==> src/common/pin_port_map.svh <==
// Functional notes
// - Each of the three pins has its own direction bit, independent of the others.
// - Slave select bit 4 set turns the pins into microprocessor control inputs.
// - Software sets the three direction bits to inputs before entering slave mode; the testbench enters it with them at 0.
// - Bit 7 input-full flag, read-only, reset 0, set while a word awaits reading.
// - Bit 6 output-full flag, read-only, reset 0, set until the word is read.
// - Bit 5 overflow flag set by a write onto an unread word; software clears.
// - Bit 4 selects slave port mode when 1, general I/O when 0; resets to 0.
// - Bits 2..0 set select, write, read pin directions; 1 is input; reset 1.
// - Read pin low with chip selected presents the data port to the bus.
// - Write pin rising after a low sample with chip selected loads the data port from the bus.
// - Chip select is active low; while high the strobes are ignored.
// - Every register write runs as a read followed by a modified write.
// - Port reads return pin levels; port writes update only the output latch.
// - A port read-modify-write stores sampled pin levels into the whole latch.
// - Input-full clears when the processor reads the data port input latch.
// - Output-full clears when the external processor reads the output latch.
// - Outside slave mode both full flags stay 0; overflow keeps its value.
// - On overflow the first unread word stays; the new write is dropped.
`ifndef PIN_PORT_MAP_SVH
`define PIN_PORT_MAP_SVH
`define PORT_REG_INDEX 10'h009
`define DIR_REG_INDEX 10'h089
`define IN_FULL_BIT 7
`define OUT_FULL_BIT 6
`define OVERRUN_BIT 5
`define SLAVE_SEL_BIT 4
`define DIR_RESET 3'h7
`define RESP_OKAY 2'h0
`define RESP_SLVERR 2'h2
`endif

==> src/common/pin_port_pkg.sv <==
package pin_port_pkg;
  // Sampled levels of the three control pins, all active low in slave mode.
  typedef struct packed {
    logic select_n;
    logic write_n;
    logic read_n;
  } ctrl_pins_t;
  // Write channel progress of the register slave.
  typedef enum logic {
    WR_COLLECT,
    WR_RESP
  } wr_state_t;
endpackage

==> src/core/three_pin_port.sv <==
`timescale 1ns/1ps
`default_nettype none
`include "pin_port_map.svh"
module three_pin_port
  import pin_port_pkg::*;
(
  input wire logic aclk,
  input wire logic aresetn,
  input wire logic [11:0] awaddr,
  input wire logic [2:0] awprot,
  input wire logic awvalid,
  output logic awready,
  input wire logic [31:0] wdata,
  input wire logic [3:0] wstrb,
  input wire logic wvalid,
  output logic wready,
  output logic [1:0] bresp,
  output logic bvalid,
  input wire logic bready,
  input wire logic [11:0] araddr,
  input wire logic [2:0] arprot,
  input wire logic arvalid,
  output logic arready,
  output logic [31:0] rdata,
  output logic [1:0] rresp,
  output logic rvalid,
  input wire logic rready,
  input wire logic [2:0] pin_in,
  output logic [2:0] pin_out,
  output logic [2:0] pin_oe,
  input wire logic cpu_read_input,
  input wire logic cpu_write_output,
  output logic ext_read_active,
  output logic input_load,
  output logic input_full_flag,
  output logic output_full_flag,
  output logic input_overrun_flag,
  output logic slave_port_select
);

  ctrl_pins_t pins;
  ctrl_pins_t pins_q;
  wr_state_t wr_state;
  logic [2:0] dir;
  logic [2:0] control_pin_port;
  logic aw_held;
  logic w_held;
  logic [9:0] aw_index;
  logic [7:0] w_byte;
  logic w_lane;
  logic commit;
  logic [7:0] old_value;
  logic [7:0] new_value;
  logic commit_dir;
  logic commit_port;
  logic ext_wr_done;
  logic ext_rd_done;
  logic accept;
  logic overflow;

  // Pins are taken as synchronous; the previous sample marks strobe ends.
  assign pins = ctrl_pins_t'(pin_in);

  always_ff @(posedge aclk) begin
    if (!aresetn) begin
      pins_q <= '1;
    end else begin
      pins_q <= pins;
    end
  end

  // A strobe completes when it rises after a low sample with select low.
  assign ext_wr_done = slave_port_select && !pins_q.select_n && !pins_q.write_n
                       && pins.write_n;
  assign ext_rd_done = slave_port_select && !pins_q.select_n && !pins_q.read_n
                       && pins.read_n;
  assign accept = ext_wr_done && (!input_full_flag || cpu_read_input);
  assign overflow = ext_wr_done && input_full_flag && !cpu_read_input;

  // Readback of either register, used for reads and for the modify step.
  function automatic logic [7:0] reg_value(input logic [9:0] index);
    logic [7:0] value;
    value = 8'h00;
    if (index == `PORT_REG_INDEX) begin
      value = {5'h00, pin_in};
    end else if (index == `DIR_REG_INDEX) begin
      value = {input_full_flag, output_full_flag, input_overrun_flag,
               slave_port_select, 1'b0, dir};
    end
    return value;
  endfunction

  // Writes read the register first and merge the enabled byte lane into it.
  always_comb begin
    old_value = reg_value(aw_index);
  end
  assign new_value = w_lane ? w_byte : old_value;
  assign commit = aw_held && w_held && (wr_state == WR_COLLECT);
  assign commit_dir = commit && (aw_index == `DIR_REG_INDEX);
  assign commit_port = commit && (aw_index == `PORT_REG_INDEX);

  // Write address channel: accepted once, held until the write commits.
  always_ff @(posedge aclk) begin
    if (!aresetn) begin
      awready <= 1'b0;
      aw_held <= 1'b0;
      aw_index <= 10'h000;
    end else if (awvalid && awready) begin
      awready <= 1'b0;
      aw_held <= 1'b1;
      aw_index <= awaddr[11:2];
    end else begin
      if (commit) begin
        aw_held <= 1'b0;
      end
      awready <= !aw_held && (wr_state == WR_COLLECT);
    end
  end

  // Write data channel, taken independently of the address.
  always_ff @(posedge aclk) begin
    if (!aresetn) begin
      wready <= 1'b0;
      w_held <= 1'b0;
      w_byte <= 8'h00;
      w_lane <= 1'b0;
    end else if (wvalid && wready) begin
      wready <= 1'b0;
      w_held <= 1'b1;
      w_byte <= wdata[7:0];
      w_lane <= wstrb[0];
    end else begin
      if (commit) begin
        w_held <= 1'b0;
      end
      wready <= !w_held && (wr_state == WR_COLLECT);
    end
  end

  // Write response follows the commit; unmapped addresses get an error.
  always_ff @(posedge aclk) begin
    if (!aresetn) begin
      wr_state <= WR_COLLECT;
      bvalid <= 1'b0;
      bresp <= `RESP_OKAY;
    end else begin
      case (wr_state)
        WR_COLLECT: begin
          if (commit) begin
            wr_state <= WR_RESP;
            bvalid <= 1'b1;
            bresp <= (commit_dir || commit_port) ? `RESP_OKAY : `RESP_SLVERR;
          end
        end
        WR_RESP: begin
          if (bready) begin
            wr_state <= WR_COLLECT;
            bvalid <= 1'b0;
          end
        end
        default: begin
          wr_state <= WR_COLLECT;
          bvalid <= 1'b0;
        end
      endcase
    end
  end

  // Read channel: one read at a time, data captured at the handshake.
  always_ff @(posedge aclk) begin
    if (!aresetn) begin
      arready <= 1'b0;
      rvalid <= 1'b0;
      rdata <= 32'h0000_0000;
      rresp <= `RESP_OKAY;
    end else if (arvalid && arready) begin
      arready <= 1'b0;
      rvalid <= 1'b1;
      rdata <= {24'h00_0000, reg_value(araddr[11:2])};
      rresp <= (araddr[11:2] == `PORT_REG_INDEX || araddr[11:2] == `DIR_REG_INDEX)
               ? `RESP_OKAY : `RESP_SLVERR;
    end else if (rvalid && rready) begin
      rvalid <= 1'b0;
    end else begin
      arready <= !rvalid;
    end
  end

  // Mode select and direction bits; the flag bits are not writable here.
  always_ff @(posedge aclk) begin
    if (!aresetn) begin
      slave_port_select <= 1'b0;
      dir <= `DIR_RESET;
    end else if (commit_dir) begin
      slave_port_select <= new_value[`SLAVE_SEL_BIT];
      dir <= new_value[2:0];
    end
  end

  // Output latch; a port write stores the pin-based merged value.
  always_ff @(posedge aclk) begin
    if (!aresetn) begin
      control_pin_port <= 3'h0;
    end else if (commit_port) begin
      control_pin_port <= new_value[2:0];
    end
  end

  // Each pin drives only while its direction bit says output and not in slave mode.
  for (genvar i = 0; i < 3; i++) begin : g_pin
    always_ff @(posedge aclk) begin
      if (!aresetn) begin
        pin_oe[i] <= 1'b0;
        pin_out[i] <= 1'b0;
      end else begin
        pin_oe[i] <= !slave_port_select && !dir[i];
        pin_out[i] <= control_pin_port[i];
      end
    end
  end

  // Input-full: set by an accepted write, cleared by the processor read.
  always_ff @(posedge aclk) begin
    if (!aresetn) begin
      input_full_flag <= 1'b0;
    end else if (!slave_port_select) begin
      input_full_flag <= 1'b0;
    end else if (accept) begin
      input_full_flag <= 1'b1;
    end else if (cpu_read_input) begin
      input_full_flag <= 1'b0;
    end
  end

  // Output-full: set by a processor write, cleared by the external read.
  always_ff @(posedge aclk) begin
    if (!aresetn) begin
      output_full_flag <= 1'b0;
    end else if (!slave_port_select) begin
      output_full_flag <= 1'b0;
    end else if (cpu_write_output) begin
      output_full_flag <= 1'b1;
    end else if (ext_rd_done) begin
      output_full_flag <= 1'b0;
    end
  end

  // Overrun is sticky; a new event wins over a software clear.
  always_ff @(posedge aclk) begin
    if (!aresetn) begin
      input_overrun_flag <= 1'b0;
    end else if (overflow) begin
      input_overrun_flag <= 1'b1;
    end else if (commit_dir && !new_value[`OVERRUN_BIT]) begin
      input_overrun_flag <= 1'b0;
    end
  end

  // Bus drive request and input latch load; an overflowing write is dropped.
  always_ff @(posedge aclk) begin
    if (!aresetn) begin
      ext_read_active <= 1'b0;
      input_load <= 1'b0;
    end else begin
      ext_read_active <= slave_port_select && !pins.select_n && !pins.read_n;
      input_load <= accept;
    end
  end
endmodule
`default_nettype wire

==> config.mk <==
export PLATFORM = sky130hd
export DESIGN_NAME = three_pin_port
export DESIGN_NICKNAME = d
export VERILOG_FILES = /design/src/common/pin_port_pkg.sv /design/src/core/three_pin_port.sv
export VERILOG_INCLUDE_DIRS = /design/src /design/src/common
export SDC_FILE = /design/constraint.sdc
export NUM_CORES = 1
export LEC_CHECK = 0
export ABC_AREA = 1
export BUFFER_PORTS_ARGS = -buffer_cell sky130_fd_sc_hd__buf_4
export CORE_ASPECT_RATIO = 0.8
export CORE_MARGIN = 2
export CORE_UTILIZATION = 47
export DETAILED_ROUTE_END_ITERATION = 6
export PLACE_DENSITY = 0.85
export SLEW_MARGIN = 5
export SYNTH_ARGS = -nofsm -noshare
export SYNTH_HDL_FRONTEND = slang
export SYNTH_SLANG_ARGS = --single-unit
==> constraint.sdc <==
create_clock -name aclk -period 1.7 [get_ports aclk]
set_input_delay 0.255 -clock aclk [delete_from_list [all_inputs] [get_ports aclk]]
set_output_delay 0.255 -clock aclk [all_outputs]
set_load 0.01 [all_outputs]
* After elaboration in Yosys (flattened, before gate mapping)
Cells that the tools add are included.
Widths: inputs -> output; s select.
** Storage, ports and cells
- Register bits :: 58
- Latch bits :: 0
- Memory bits (writable) :: 0
- Bits in read-only memories :: 0
- Bits of input ports :: 78
- Output and inout bits :: 53
- Logic and storage cells :: 119
- Memories :: 0
** Operators by class
- Add/sub/neg operators :: 0
- Multipliers :: 0
- Divide/modulo/power cells :: 0
- Order comparisons :: 0
- Equality and inequality tests :: 7
- Shifts and indexed selects :: 0
- Muxes and demuxes :: 24
- Bitwise logic cells :: 2
- Reduce and logical (&&, ||, !) cells :: 55
** Operators by type and width (count)
- $logic_and 1x1->1 :: 24
- $eq 10x4->1 const B :: 2
- $eq 10x8->1 const B :: 2
- $mux 6 :: 3
- $mux 8 :: 2
- $logic_not 1->1 :: 15
- $mux 1 :: 15
- $reduce_bool 2->1 :: 6
- $reduce_and 2->1 :: 4
- $reduce_or 2->1 :: 3
- $mux 2 :: 2
- $ne 2x2->1 const B :: 2
- $pmux 1 s2 :: 2
- $logic_or 1x1->1 :: 3
- $ne 3x3->1 const B :: 1
- $not 1->1 :: 2

* Depth between registers and ports, before layout
Gate-level depths: netlist of run 1.
- Word-level depth :: 8
- Depth in mapped cells :: 10
- Depth with buffers taken out :: 10

* Worst setup path after synthesis of run 1
Ideal clock, no wire load.
- Path kind :: reg-to-reg
- Start point :: register aw_index[3]
- End point :: register input_overrun_flag
- Setup time :: 0.117 ns
- Arrival :: 1.054 ns
- Path slack :: 0.530 ns
- Stages on the path, launching flop included :: 10
- Buffers on the path :: 0
- Cells stage by stage :: dfxtp_1 > inv_2 > nor2_1 > nand2_1 > nor2_4 > nand3_2 > inv_2 > nand2_1 > nor2_1 > o21ai_1
** Between the ends
- Word-level cells in the longest chain between the ends :: 7
** Ends and longest elaborated chain
- from (decl) :: RTL line three_pin_port.sv:48 : logic [9:0] aw_index;
- from (signal assigned) :: RTL line three_pin_port.sv:111 : aw_index <= awaddr[11:2];
- $eq 10x8->1 (no line)
- $mux 6 :: RTL line three_pin_port.sv:86 : end else if (index == `DIR_REG_INDEX) begin
- $mux 6 :: RTL line three_pin_port.sv:84 : if (index == `PORT_REG_INDEX) begin
- $mux 6 :: RTL line three_pin_port.sv:97 : assign new_value = w_lane ? w_byte : old_value;
- $logic_not 1->1 :: RTL line three_pin_port.sv:254 : end else if (commit_dir && !new_value[`OVERRUN_BIT]) begin
- $logic_and 1x1->1 (*) :: RTL line three_pin_port.sv:254
- $reduce_bool 2->1 (no line) (*)
- to (signal assigned) :: RTL line three_pin_port.sv:251 : input_overrun_flag <= 1'b0;
- to (signal assigned) :: RTL line three_pin_port.sv:253 : input_overrun_flag <= 1'b1;
- to (signal assigned) :: RTL line three_pin_port.sv:255 : input_overrun_flag <= 1'b0;
- to (decl) :: RTL line three_pin_port.sv:37 : output logic input_overrun_flag,
Every way passes the cells marked *; elsewhere a longest branch is shown, timed or not. The select of a mux whose other input is x is not followed.
A chain may end at the register's enable or synchronous reset.

* Worst setup path in the final report of run 1
- Start point :: register aw_index[9]
- End point :: register input_overrun_flag
Same word-level chain as after synthesis.

==> results of run 1 <==
==> area by class of cell <==
class | instances | area (µm²) | area share [%]
flip-flops and latches | 54 | 1081 | 38.71
multi-input cells | 201 | 935.9 | 33.51
repair buffers | 65 | 488.0 | 17.47
inverters | 28 | 105.1 | 3.763
well taps | 60 | 75.07 | 2.688
clock buffers | 5 | 68.82 | 2.464
clock inverters | 2 | 38.79 | 1.389
==> worst reg2reg max path: cells and delay by family, from the launching register on <==
| family | cells | cell delay, ps |
|---|---|---|
| simple gates | 6 | 760 |
| flops | 1 | 320 |
| buf+inv | 1 | 100 |
| compound gates | 1 | 60 |
==> report_power, final <==
part           internal (mW)  switching [mW]
Clock                  0.433           0.398
Combinational          0.118           0.159
Sequential              1.31          0.0252
==> cell usage in the layout, fill, tap and decap left out, drive strengths merged, types with 2 or more instances in the layout <==
master / n
a21oi: 19
buf: 65
clkbuf: 5
clkinv: 2
conb: 27
dfxtp: 54
inv: 27
nand2: 46
nand3: 27
nor2: 41
nor3: 5
o21ai: 26
or2: 6
==> through the flow <==
step / worst slack, ps / cell area (µm²)
6_report: 370.8 / 2793
5_1_grt: 204.6 / 2793
4_1_cts: 363.6 / 2793
3_5_place_dp: 330.6 / 2685
3_3_place_gp: 372.9 / 2685
2_1_floorplan: 529.6 / 2349
==> kinds of logic (layout without fill, tap and decap cells) <==
| kind of cell | count (synthesis) | count (layout) |
|---|---|---|
| flops | 54 | 54 |
| compound gates | 48 | 48 |
| buf+inv | 61 | 100 |
| other cells | 1 | 27 |
| simple gates | 126 | 126 |
==> state kept, by name, summed over array words and instances, names as in the netlist, 3 cells and up <==
name and flops:
dir 3, pins_q 3, w_byte 5, aw_index 10, pin_out 3, pin_oe 3
rdata 7, control_pin_port 3
==> metal layers <==
metal	vias up	track usage, %
li1	1003	-
met1	857	21.86
met2	64	30.74
met3	10	4.235
met4	0	8.475
met5	-	0
==> path summary, 6_finish.rpt <==
kind / end / startpoint
setup / recovery: input_overrun_flag$_SDFFE_PN0P_ / aw_index[9]$_SDFFE_PN0P_
setup reg to reg: input_overrun_flag$_SDFFE_PN0P_ / aw_index[9]$_SDFFE_PN0P_
hold / removal: ext_read_active$_SDFF_PN0_ / pin_in[0]
hold reg to reg: pin_out[2]$_SDFF_PN0_ / control_pin_port[2]$_SDFFE_PN0P_
==> reports/results.txt, run 1 <==
Total chip power -> 2.446 mW
Asr flop ratio synth -> 0%
Clock Path Buffers -> 2
Mapped Area -> 2251 µm²
Worst Reg-to-Reg Cells -> 8
Pwr/cell area -> 875.7 nW/µm²
CTS sink cnt -> 54
Worst min path class -> primary input to flip-flop
Detail Placement HPWL -> 3557 µm
DR vias/cell -> 4.660
Port Buf Inserts -> 63
Worst-path fanout max -> 9
RSZ-0062 raised after global routing -> no
Worst path cell trace -> nor2_1 > nand2_1 > nor2_4 > nand3_2 > inv_2 > nand2_1 > nor2_1 > o21ai_1
TNS Setup -> 0 ps
Clk_skew -> 8.433 ps
Mean Syn Cell Area -> 7.762 µm²
Pins Over Slew Limit -> 0
Global-route wire length before repair -> 7493 µm
Worst skew pair latency -> 310 ps
Post-route clock period utilization -> 78.19%
Cell depth of the worst setup path -> 8
Largest net degree at the start of global routing -> 40
Simple-gate area share of the yosys netlist -> 26.07%
DRC -> 0
DR vias -> 1934
WL final -> 4683 µm
Top Family by Delay on Critical Path -> simple AND/OR/NAND/NOR gates
Most frequent cell after synthesis -> dfxtp_1
Inst Count DP -> 408
Postcts setup bufs -> 0
Resized Gates After CTS -> 0
Top layer in use -> met4
Main combinational cell family by area after synthesis -> simple AND/OR/NAND/NOR gates
Met2 Wirelength -> 2147 µm
Core area -> 4597 µm²
Final design utilization -> 60.75%
Synth Warn # -> 0
Worst Hold Slack -> 141.1 ps
# Max-Cap Violations -> 0
Register area share after synthesis -> 48.03%
Share of cells above drive strength 1 -> 26.20%
Initial antenna violation count -> 0
Area grow syn2layout -> 24.07%
WL met3 -> 330 µm
Req. time, crit path -> 1910 ps
TritonRoute pass-1 iters -> 4
Slowest-stage cell, CP -> dfxtp_1
XOR/XNOR Fraction of Synth Area -> 0%
Final count of hold timing violations -> 0
Final-report setup violation count -> 0
DR WL/cell -> 11.28 µm
Status -> finished clean
Leak -> 1.370 nW
Number of diodes -> 0
# hold bufs at CTS -> 0
Detailed Route Iter0 Violations -> 122
Synth top cells by count -> 54 x dfxtp_1, 43 x nand2_1, 37 x nor2_1, 27 x buf_4, 26 x nand3_1
Mapped Cells -> 290
Antenna Nets Post-Route -> 0
Die Y -> 65.90 µm
Clock Tree Root -> clkbuf_8
CTS tree -> done
M1 WL -> 2101 µm
Most used DFF post-synth -> dfxtp_1
CTS Buf Count -> 5
Nets -> 433
Setup CP Type -> flip-flop to flip-flop
Synthesized-area fraction occupied by adder cells -> 0%
CP peak stage delay -> 320 ps
Rows -> 22
Fmax -> 752.3 MHz
Placer Congestion -> 0.8504
Clk slew on worst S/H paths -> 90 ps
Final Non-Filler Cells -> 415
Total GRT Usage -> 18.22%
Critical path arrival -> 1540 ps
Vias in the first global route -> 1801
Yosys top cell by area -> dfxtp_1
Synth cell types -> 27
Worst VDD drop -> 0.4054 mV
Setup crit end kind -> flip-flop
Number of enable flip-flop cells after synthesis -> 0
H-tree depth -> 2
Compound-Gate Fraction of Synth Area -> 11.01%
Filler cell count -> 429
Bufs and invs on worst path -> 1
Die Area -> 5362 µm²
Starting density of the core -> 48.97%
Worst R2R Setup Slack -> 370 ps
Post-synthesis mux area share -> 0%
Hold Crit Depth -> 2
Tmin final -> 1329 ps
Synth top area share -> 48.03%
Critical path startpoint category -> flip-flop
# IOs -> 131
Register bit total from synthesis -> 54
Ranking of synthesized cells by area -> dfxtp_1 48%, buf_4 9.0%, nand2_1 7.2%
Grt ovf -> 0
Die width -> 81.37 µm
Note: power is estimated with default switching activity, not from simulation.
==> run 2, diff against run 1 <==
- CORE_UTILIZATION: 47 -> 39
- PLACE_DENSITY: 0.85 -> 0.76
- clock period: 1.7 -> 1.1 ns (I/O delays scaled with it)
==> run 2 against run 1 <==
Compared with the run above:
- the run now ends with negative setup slack left
- non-clock buffer count increased by 17
- count of clock-buffer cells in the layout unchanged
- clock skew about the same
- critical path depth increased by 1
- die area increased by 19%
==> reports/results.txt, run 2 (same netlist as run 1, synthesis figures left out) <==
Worst-path fanout max -> 6
Total chip power -> 3.686 mW
Number of diodes -> 0
Pins Over Slew Limit -> 0
Worst Hold Slack -> 40.04 ps
RSZ-0062 raised after global routing -> yes
Die Y -> 71.95 µm
Slowest-stage cell, CP -> dfxtp_2
Clock Tree Root -> clkbuf_8
CTS sink cnt -> 54
Detailed Route Iter0 Violations -> 92
Inst Count DP -> 443
Final-report setup violation count -> 8
Area grow syn2layout -> 35.91%
Fmax -> 770.0 MHz
Share of cells above drive strength 1 -> 37.90%
Worst VDD drop -> 0.4897 mV
# IOs -> 131
Worst Reg-to-Reg Cells -> 9
Clk slew on worst S/H paths -> 100 ps
TNS Setup -> -1208 ps
Reg2reg end -> dir[1]$_SDFFE_PN1P_
Worst R2R Setup Slack -> -200 ps
DR vias/cell -> 4.620
WL final -> 5263 µm
Fin area -> 3059 µm²
Bufs and invs on worst path -> 2
TritonRoute pass-1 iters -> 4
Global-route wire length before repair -> 8224 µm
CTS Buf Count -> 5
Worst min path class -> primary input to flip-flop
Setup crit end kind -> flip-flop
Min-Delay Endpoint -> rvalid$_SDFFE_PN0P_
Clk_skew -> 8.928 ps
Grt ovf -> 0
# Max-Cap Violations -> 0
Worst path cell trace -> inv_2 > nor2_4 > nand2_2 > nor2_4 > buf_6 > nand3_2 > nand3_2 > nand2_2 > o21ai_2
Cell depth of the worst setup path -> 9
CP peak stage delay -> 330 ps
Final worst slack -> -198.7 ps
Top Family by Delay on Critical Path -> simple AND/OR/NAND/NOR gates
Antenna Nets Post-Route -> 0
Critical path startpoint category -> flip-flop
Starting density of the core -> 40.96%
Most common library cell in the layout ignoring fill and taps -> buf_4
Largest net degree at the start of global routing -> 40
Hold Crit Start -> rready
Worst skew pair latency -> 310 ps
Port Buf Inserts -> 63
Final design utilization -> 55.67%
DR WL/cell -> 11.70 µm
Vias in the first global route -> 1879
Initial antenna violation count -> 0
Req. time, crit path -> 1350 ps
Post-route clock period utilization -> 118.1%
Placer Congestion -> 0.7910
Final Non-Filler Cells -> 450
Most frequent cells in the layout -> 80 x buf_4, 49 x dfxtp_1, 36 x nand2_1
Pwr/cell area -> 1205 nW/µm²
Core area -> 5495 µm²
Biggest regs -> aw_index: 10 flops, rdata: 7 flops, w_byte: 5 flops
Status -> finished, violations left
Area after DPL -> 2855 µm²
CTS tree -> done
Largest register FFs -> 10
Worst r2r src -> aw_index[0]$_SDFFE_PN0P_
Tmin final -> 1299 ps
Leak -> 1.471 nW
H-tree depth -> 2
Largest Register -> aw_index
Detail Placement HPWL -> 3780 µm
Nets -> 450
Die width -> 88.94 µm
Total GRT Usage -> 16.40%
Origin of the worst setup path -> aw_index[0]$_SDFFE_PN0P_
Clock Path Buffers -> 2
# hold bufs at CTS -> 0
Pre-CTS setup slack -> -161.7 ps
Violated checks -> negative setup slack
Final count of hold timing violations -> 0
Die Area -> 6399 µm²
DRC -> 0
Hold Crit Depth -> 2
Setup CP Type -> flip-flop to flip-flop
Rows -> 24
Critical path arrival -> 1550 ps
DR vias -> 2079
-- run 2: cell types whose count changed in the layout (fill, tap and decap cells not counted), sizes merged --
cell	change
clkinv	-1
inv	+2
bufinv	-1
buf	+17
-- run 2: area by class of cell --
type | count | area, µm²
Fill cell | 499 | 2436
Sequential cell | 54 | 1087
Multi-Input combinational cell | 201 | 1052
Timing Repair Buffer | 82 | 631.9
Inverter | 28 | 107.6
Tap cell | 78 | 97.59
Clock buffer | 5 | 68.82
Clock inverter | 2 | 13.76
-- run 2: routing by layer --
| metal | GRT usage [%] | routed length [µm] | up-vias |
|---|---|---|---|
| li1 | - | - | 1041 |
| met1 | 20.83 | 2292 | 958 |
| met2 | 26.87 | 2478 | 69 |
| met3 | 4.437 | 375 | 11 |
| met4 | 5.970 | 116 | 0 |
| met5 | 0 | 0 | - |
-- run 2: worst max path at each step --
| stage | end | slack (ps) |
|---|---|---|
| after detailed placement | control_pin_port[2]$_SDFFE_PN0P_ | -160 |
| after floorplan | input_overrun_flag$_SDFFE_PN0P_ | -50 |
| final | dir[1]$_SDFFE_PN1P_ | -200 |
| after CTS | control_pin_port[1]$_SDFFE_PN0P_ | -170 |
| after global placement | control_pin_port[0]$_SDFFE_PN0P_ | -120 |
| after global routing | dir[1]$_SDFFE_PN1P_ | -290 |
-- run 2: power breakdown --
group | total (mW) | switching [mW] | leakage [nW] | internal (mW)
Clock | 1.10 | 0.658 | 0.0444 | 0.442
Combinational | 0.511 | 0.281 | 0.986 | 0.230
Sequential | 2.07 | 0.0447 | 0.441 | 2.03
-- run 2: timing repair --
item	4_1_cts	5_1_grt
setup endpoints to repair	9	16
pin swaps	2	13
gates resized for setup	6	29
endpoints found under the hold margin	0	0
buffers inserted	0	1
==> run 3, diff against run 2 <==
- CORE_UTILIZATION: 39 -> 43
- PLACE_DENSITY: 0.76 -> 0.79
- clock period: 1.1 -> 1.4 ns (I/O delays scaled with it)
==> run 3 against run 2 <==
Compared with the run above:
- the run now ends clean
- sequential share of layout area is 2.9 points higher
- critical path type unchanged
- wire length shrank 13%
- flip-flop and latch count stayed put
- clock skew is 2.4 ps lower
- hold slack improved by 69 ps
- non-clock buffer count down 15
- count of clock-buffer cells in the layout up 2
- via count shrank 5.1%
- fmax grew 2.5%
- final cell count is 6.7% lower
==> reports/results.txt, run 3 (same netlist as run 1, synthesis figures left out) <==
Critical path arrival -> 1510 ps
Pins Over Slew Limit -> 0
WL final -> 4595 µm
DR vias/cell -> 4.700
Worst skew pair latency -> 300 ps
Biggest regs -> aw_index: 10 flops, rdata: 7 flops, w_byte: 5 flops
DR vias -> 1974
Die width -> 84.89 µm
Worst Reg-to-Reg Cells -> 4
TritonRoute pass-1 iters -> 4
Internal -> 2.274 mW
Worst min path class -> primary input to flip-flop
Clock Tree Root -> clkbuf_8
Placer Congestion -> 0.7749
Die Area -> 5833 µm²
Hold Crit Depth -> 2
Filler cell count -> 479
Global-route wire length before repair -> 7383 µm
Die Y -> 68.71 µm
Most common library cell in the layout ignoring fill and taps -> buf_4
Grt ovf -> 0
Fmax -> 789.0 MHz
Clk_skew -> 6.558 ps
Port Buf Inserts -> 63
Worst VDD drop -> 0.5174 mV
Largest Register -> aw_index
Largest net degree at the start of global routing -> 36
Setup CP Type -> flip-flop to flip-flop
Hold Crit Start -> pin_in[0]
CTS sink cnt -> 54
Final count of hold timing violations -> 0
Rows -> 23
Post-route clock period utilization -> 90.53%
Share of cells above drive strength 1 -> 26.54%
# hold bufs at CTS -> 0
CTS Buf Count -> 5
DR WL/cell -> 10.94 µm
Total chip power -> 2.962 mW
Comb pwr share -> 11.5%
Worst r2r src -> slave_port_select$_SDFFE_PN0P_
Status -> finished clean
Resized Gates After CTS -> 0
Min-Delay Endpoint -> ext_read_active$_SDFF_PN0_
Total GRT Usage -> 15.86%
Largest register FFs -> 10
Core area -> 5036 µm²
Number of diodes -> 0
Area grow syn2layout -> 25.01%
Worst-path fanout max -> 4
Worst R2R Setup Slack -> 130 ps
# Max-Cap Violations -> 0
Reg2reg end -> input_full_flag$_SDFFE_PN0P_
Clk network pwr share -> 33.7%
Clk slew on worst S/H paths -> 90 ps
Starting density of the core -> 44.70%
Initial antenna violation count -> 0
Req. time, crit path -> 1640 ps
Leak -> 1.378 nW
Sw frac -> 23.21%
Tmin final -> 1267 ps
Clock Path Buffers -> 2
# IOs -> 131
Final-report setup violation count -> 0
Register area -> 1081 µm²
Nets -> 435
Fin area -> 2814 µm²
Flop pwr share -> 54.8%
Most frequent cells in the layout -> 67 x buf_4, 54 x dfxtp_1, 43 x nand2_1
H-tree depth -> 2
Pwr/cell area -> 1053 nW/µm²
CTS tree -> done
Setup crit end kind -> flip-flop
Area occupied by multi-input gates -> 940.9 µm²
Critical path startpoint category -> flip-flop
Antenna Nets Post-Route -> 0
RSZ-0062 raised after global routing -> yes
TNS Setup -> 0 ps
Detail Placement HPWL -> 3518 µm
Detailed Route Iter0 Violations -> 101
Area after DPL -> 2703 µm²
DRC -> 0
Vias in the first global route -> 1767
P_sw -> 0.6875 mW
Postcts setup bufs -> 0
run 3: cell count changes in the layout (fill, tap and decap cells not counted), moves of 2 or more:
cell / delta
a21oi_1: +2
a21oi_2: -2
buf_4: -13
clkbuf_1: +2
dfxtp_1: +5
dfxtp_2: -5
nand2_1: +7
nand2_2: -7
nand3_1: +8
nand3_2: -7
nor2_1: +3
nor2_2: -2
run 3: area by class of cell:
cell class                      count  area share, %
Tap cell                           62          2.757
Inverter                           28          3.735
Timing Repair Buffer               67          17.87
Multi-Input combinational cell    201          33.44
Clock inverter                      1          1.067
Sequential cell                    54          38.42
Clock buffer                        7          2.712
run 3: worst max path at each step:
stage                                               from                               to
after floorplan                 aw_index[3]$_SDFFE_PN0P_  input_overrun_flag$_SDFFE_PN0P_
after global placement                         araddr[7]            rdata[7]$_SDFFE_PN0P_
after detailed placement                       araddr[7]            rdata[5]$_SDFFE_PN0P_
after CTS                 slave_port_select$_SDFFE_PN0P_     input_full_flag$_SDFFE_PN0P_
after global routing            aw_index[9]$_SDFFE_PN0P_  input_overrun_flag$_SDFFE_PN0P_
final                     slave_port_select$_SDFFE_PN0P_     input_full_flag$_SDFFE_PN0P_
run 3: per-stage QoR:
step / hold WS [ps] / utilization, % / cells / worst slack, ps
after floorplan: 285.9 / - / 316 / 229.6
after global placement: 414.3 / 53.66 / 412 / 105.7
after detailed placement: 422.2 / 53.66 / 412 / 53.48
after CTS: 98.20 / 55.78 / 420 / 134.3
after global routing: 106.8 / 55.88 / 420 / -7.106
final: 109.0 / 55.88 / 420 / 132.5
run 3: critical path, stage by stage, from the launching register on:
cell     delay [ps]
dfxtp_1         390
inv_1           110
nor4_1          420
nand2_1         150
a21oi_1         140
run 3: power groups by stage:
| stage | clock network [mW] | registers, mW | logic (mW) |
|---|---|---|---|
| floorplan | 0 | 1.66 | 0.244 |
| global placement | 0 | 1.66 | 0.331 |
| detailed placement | 0 | 1.66 | 0.338 |
| CTS | 1.02 | 1.62 | 0.339 |
| global route | 1.07 | 1.63 | 0.381 |
| finish | 0.999 | 1.62 | 0.340 |
run 3: metal layers:
layer / vias to the layer above / part of all wire [%] / global-route usage [%]
met1: 892 / 49 / 20.75
li1: 1012 / - / -
met3: 4 / 6.4 / 3.810
met4: 0 / 0.87 / 6.151
met5: - / 0 / 0
met2: 66 / 44 / 25.79
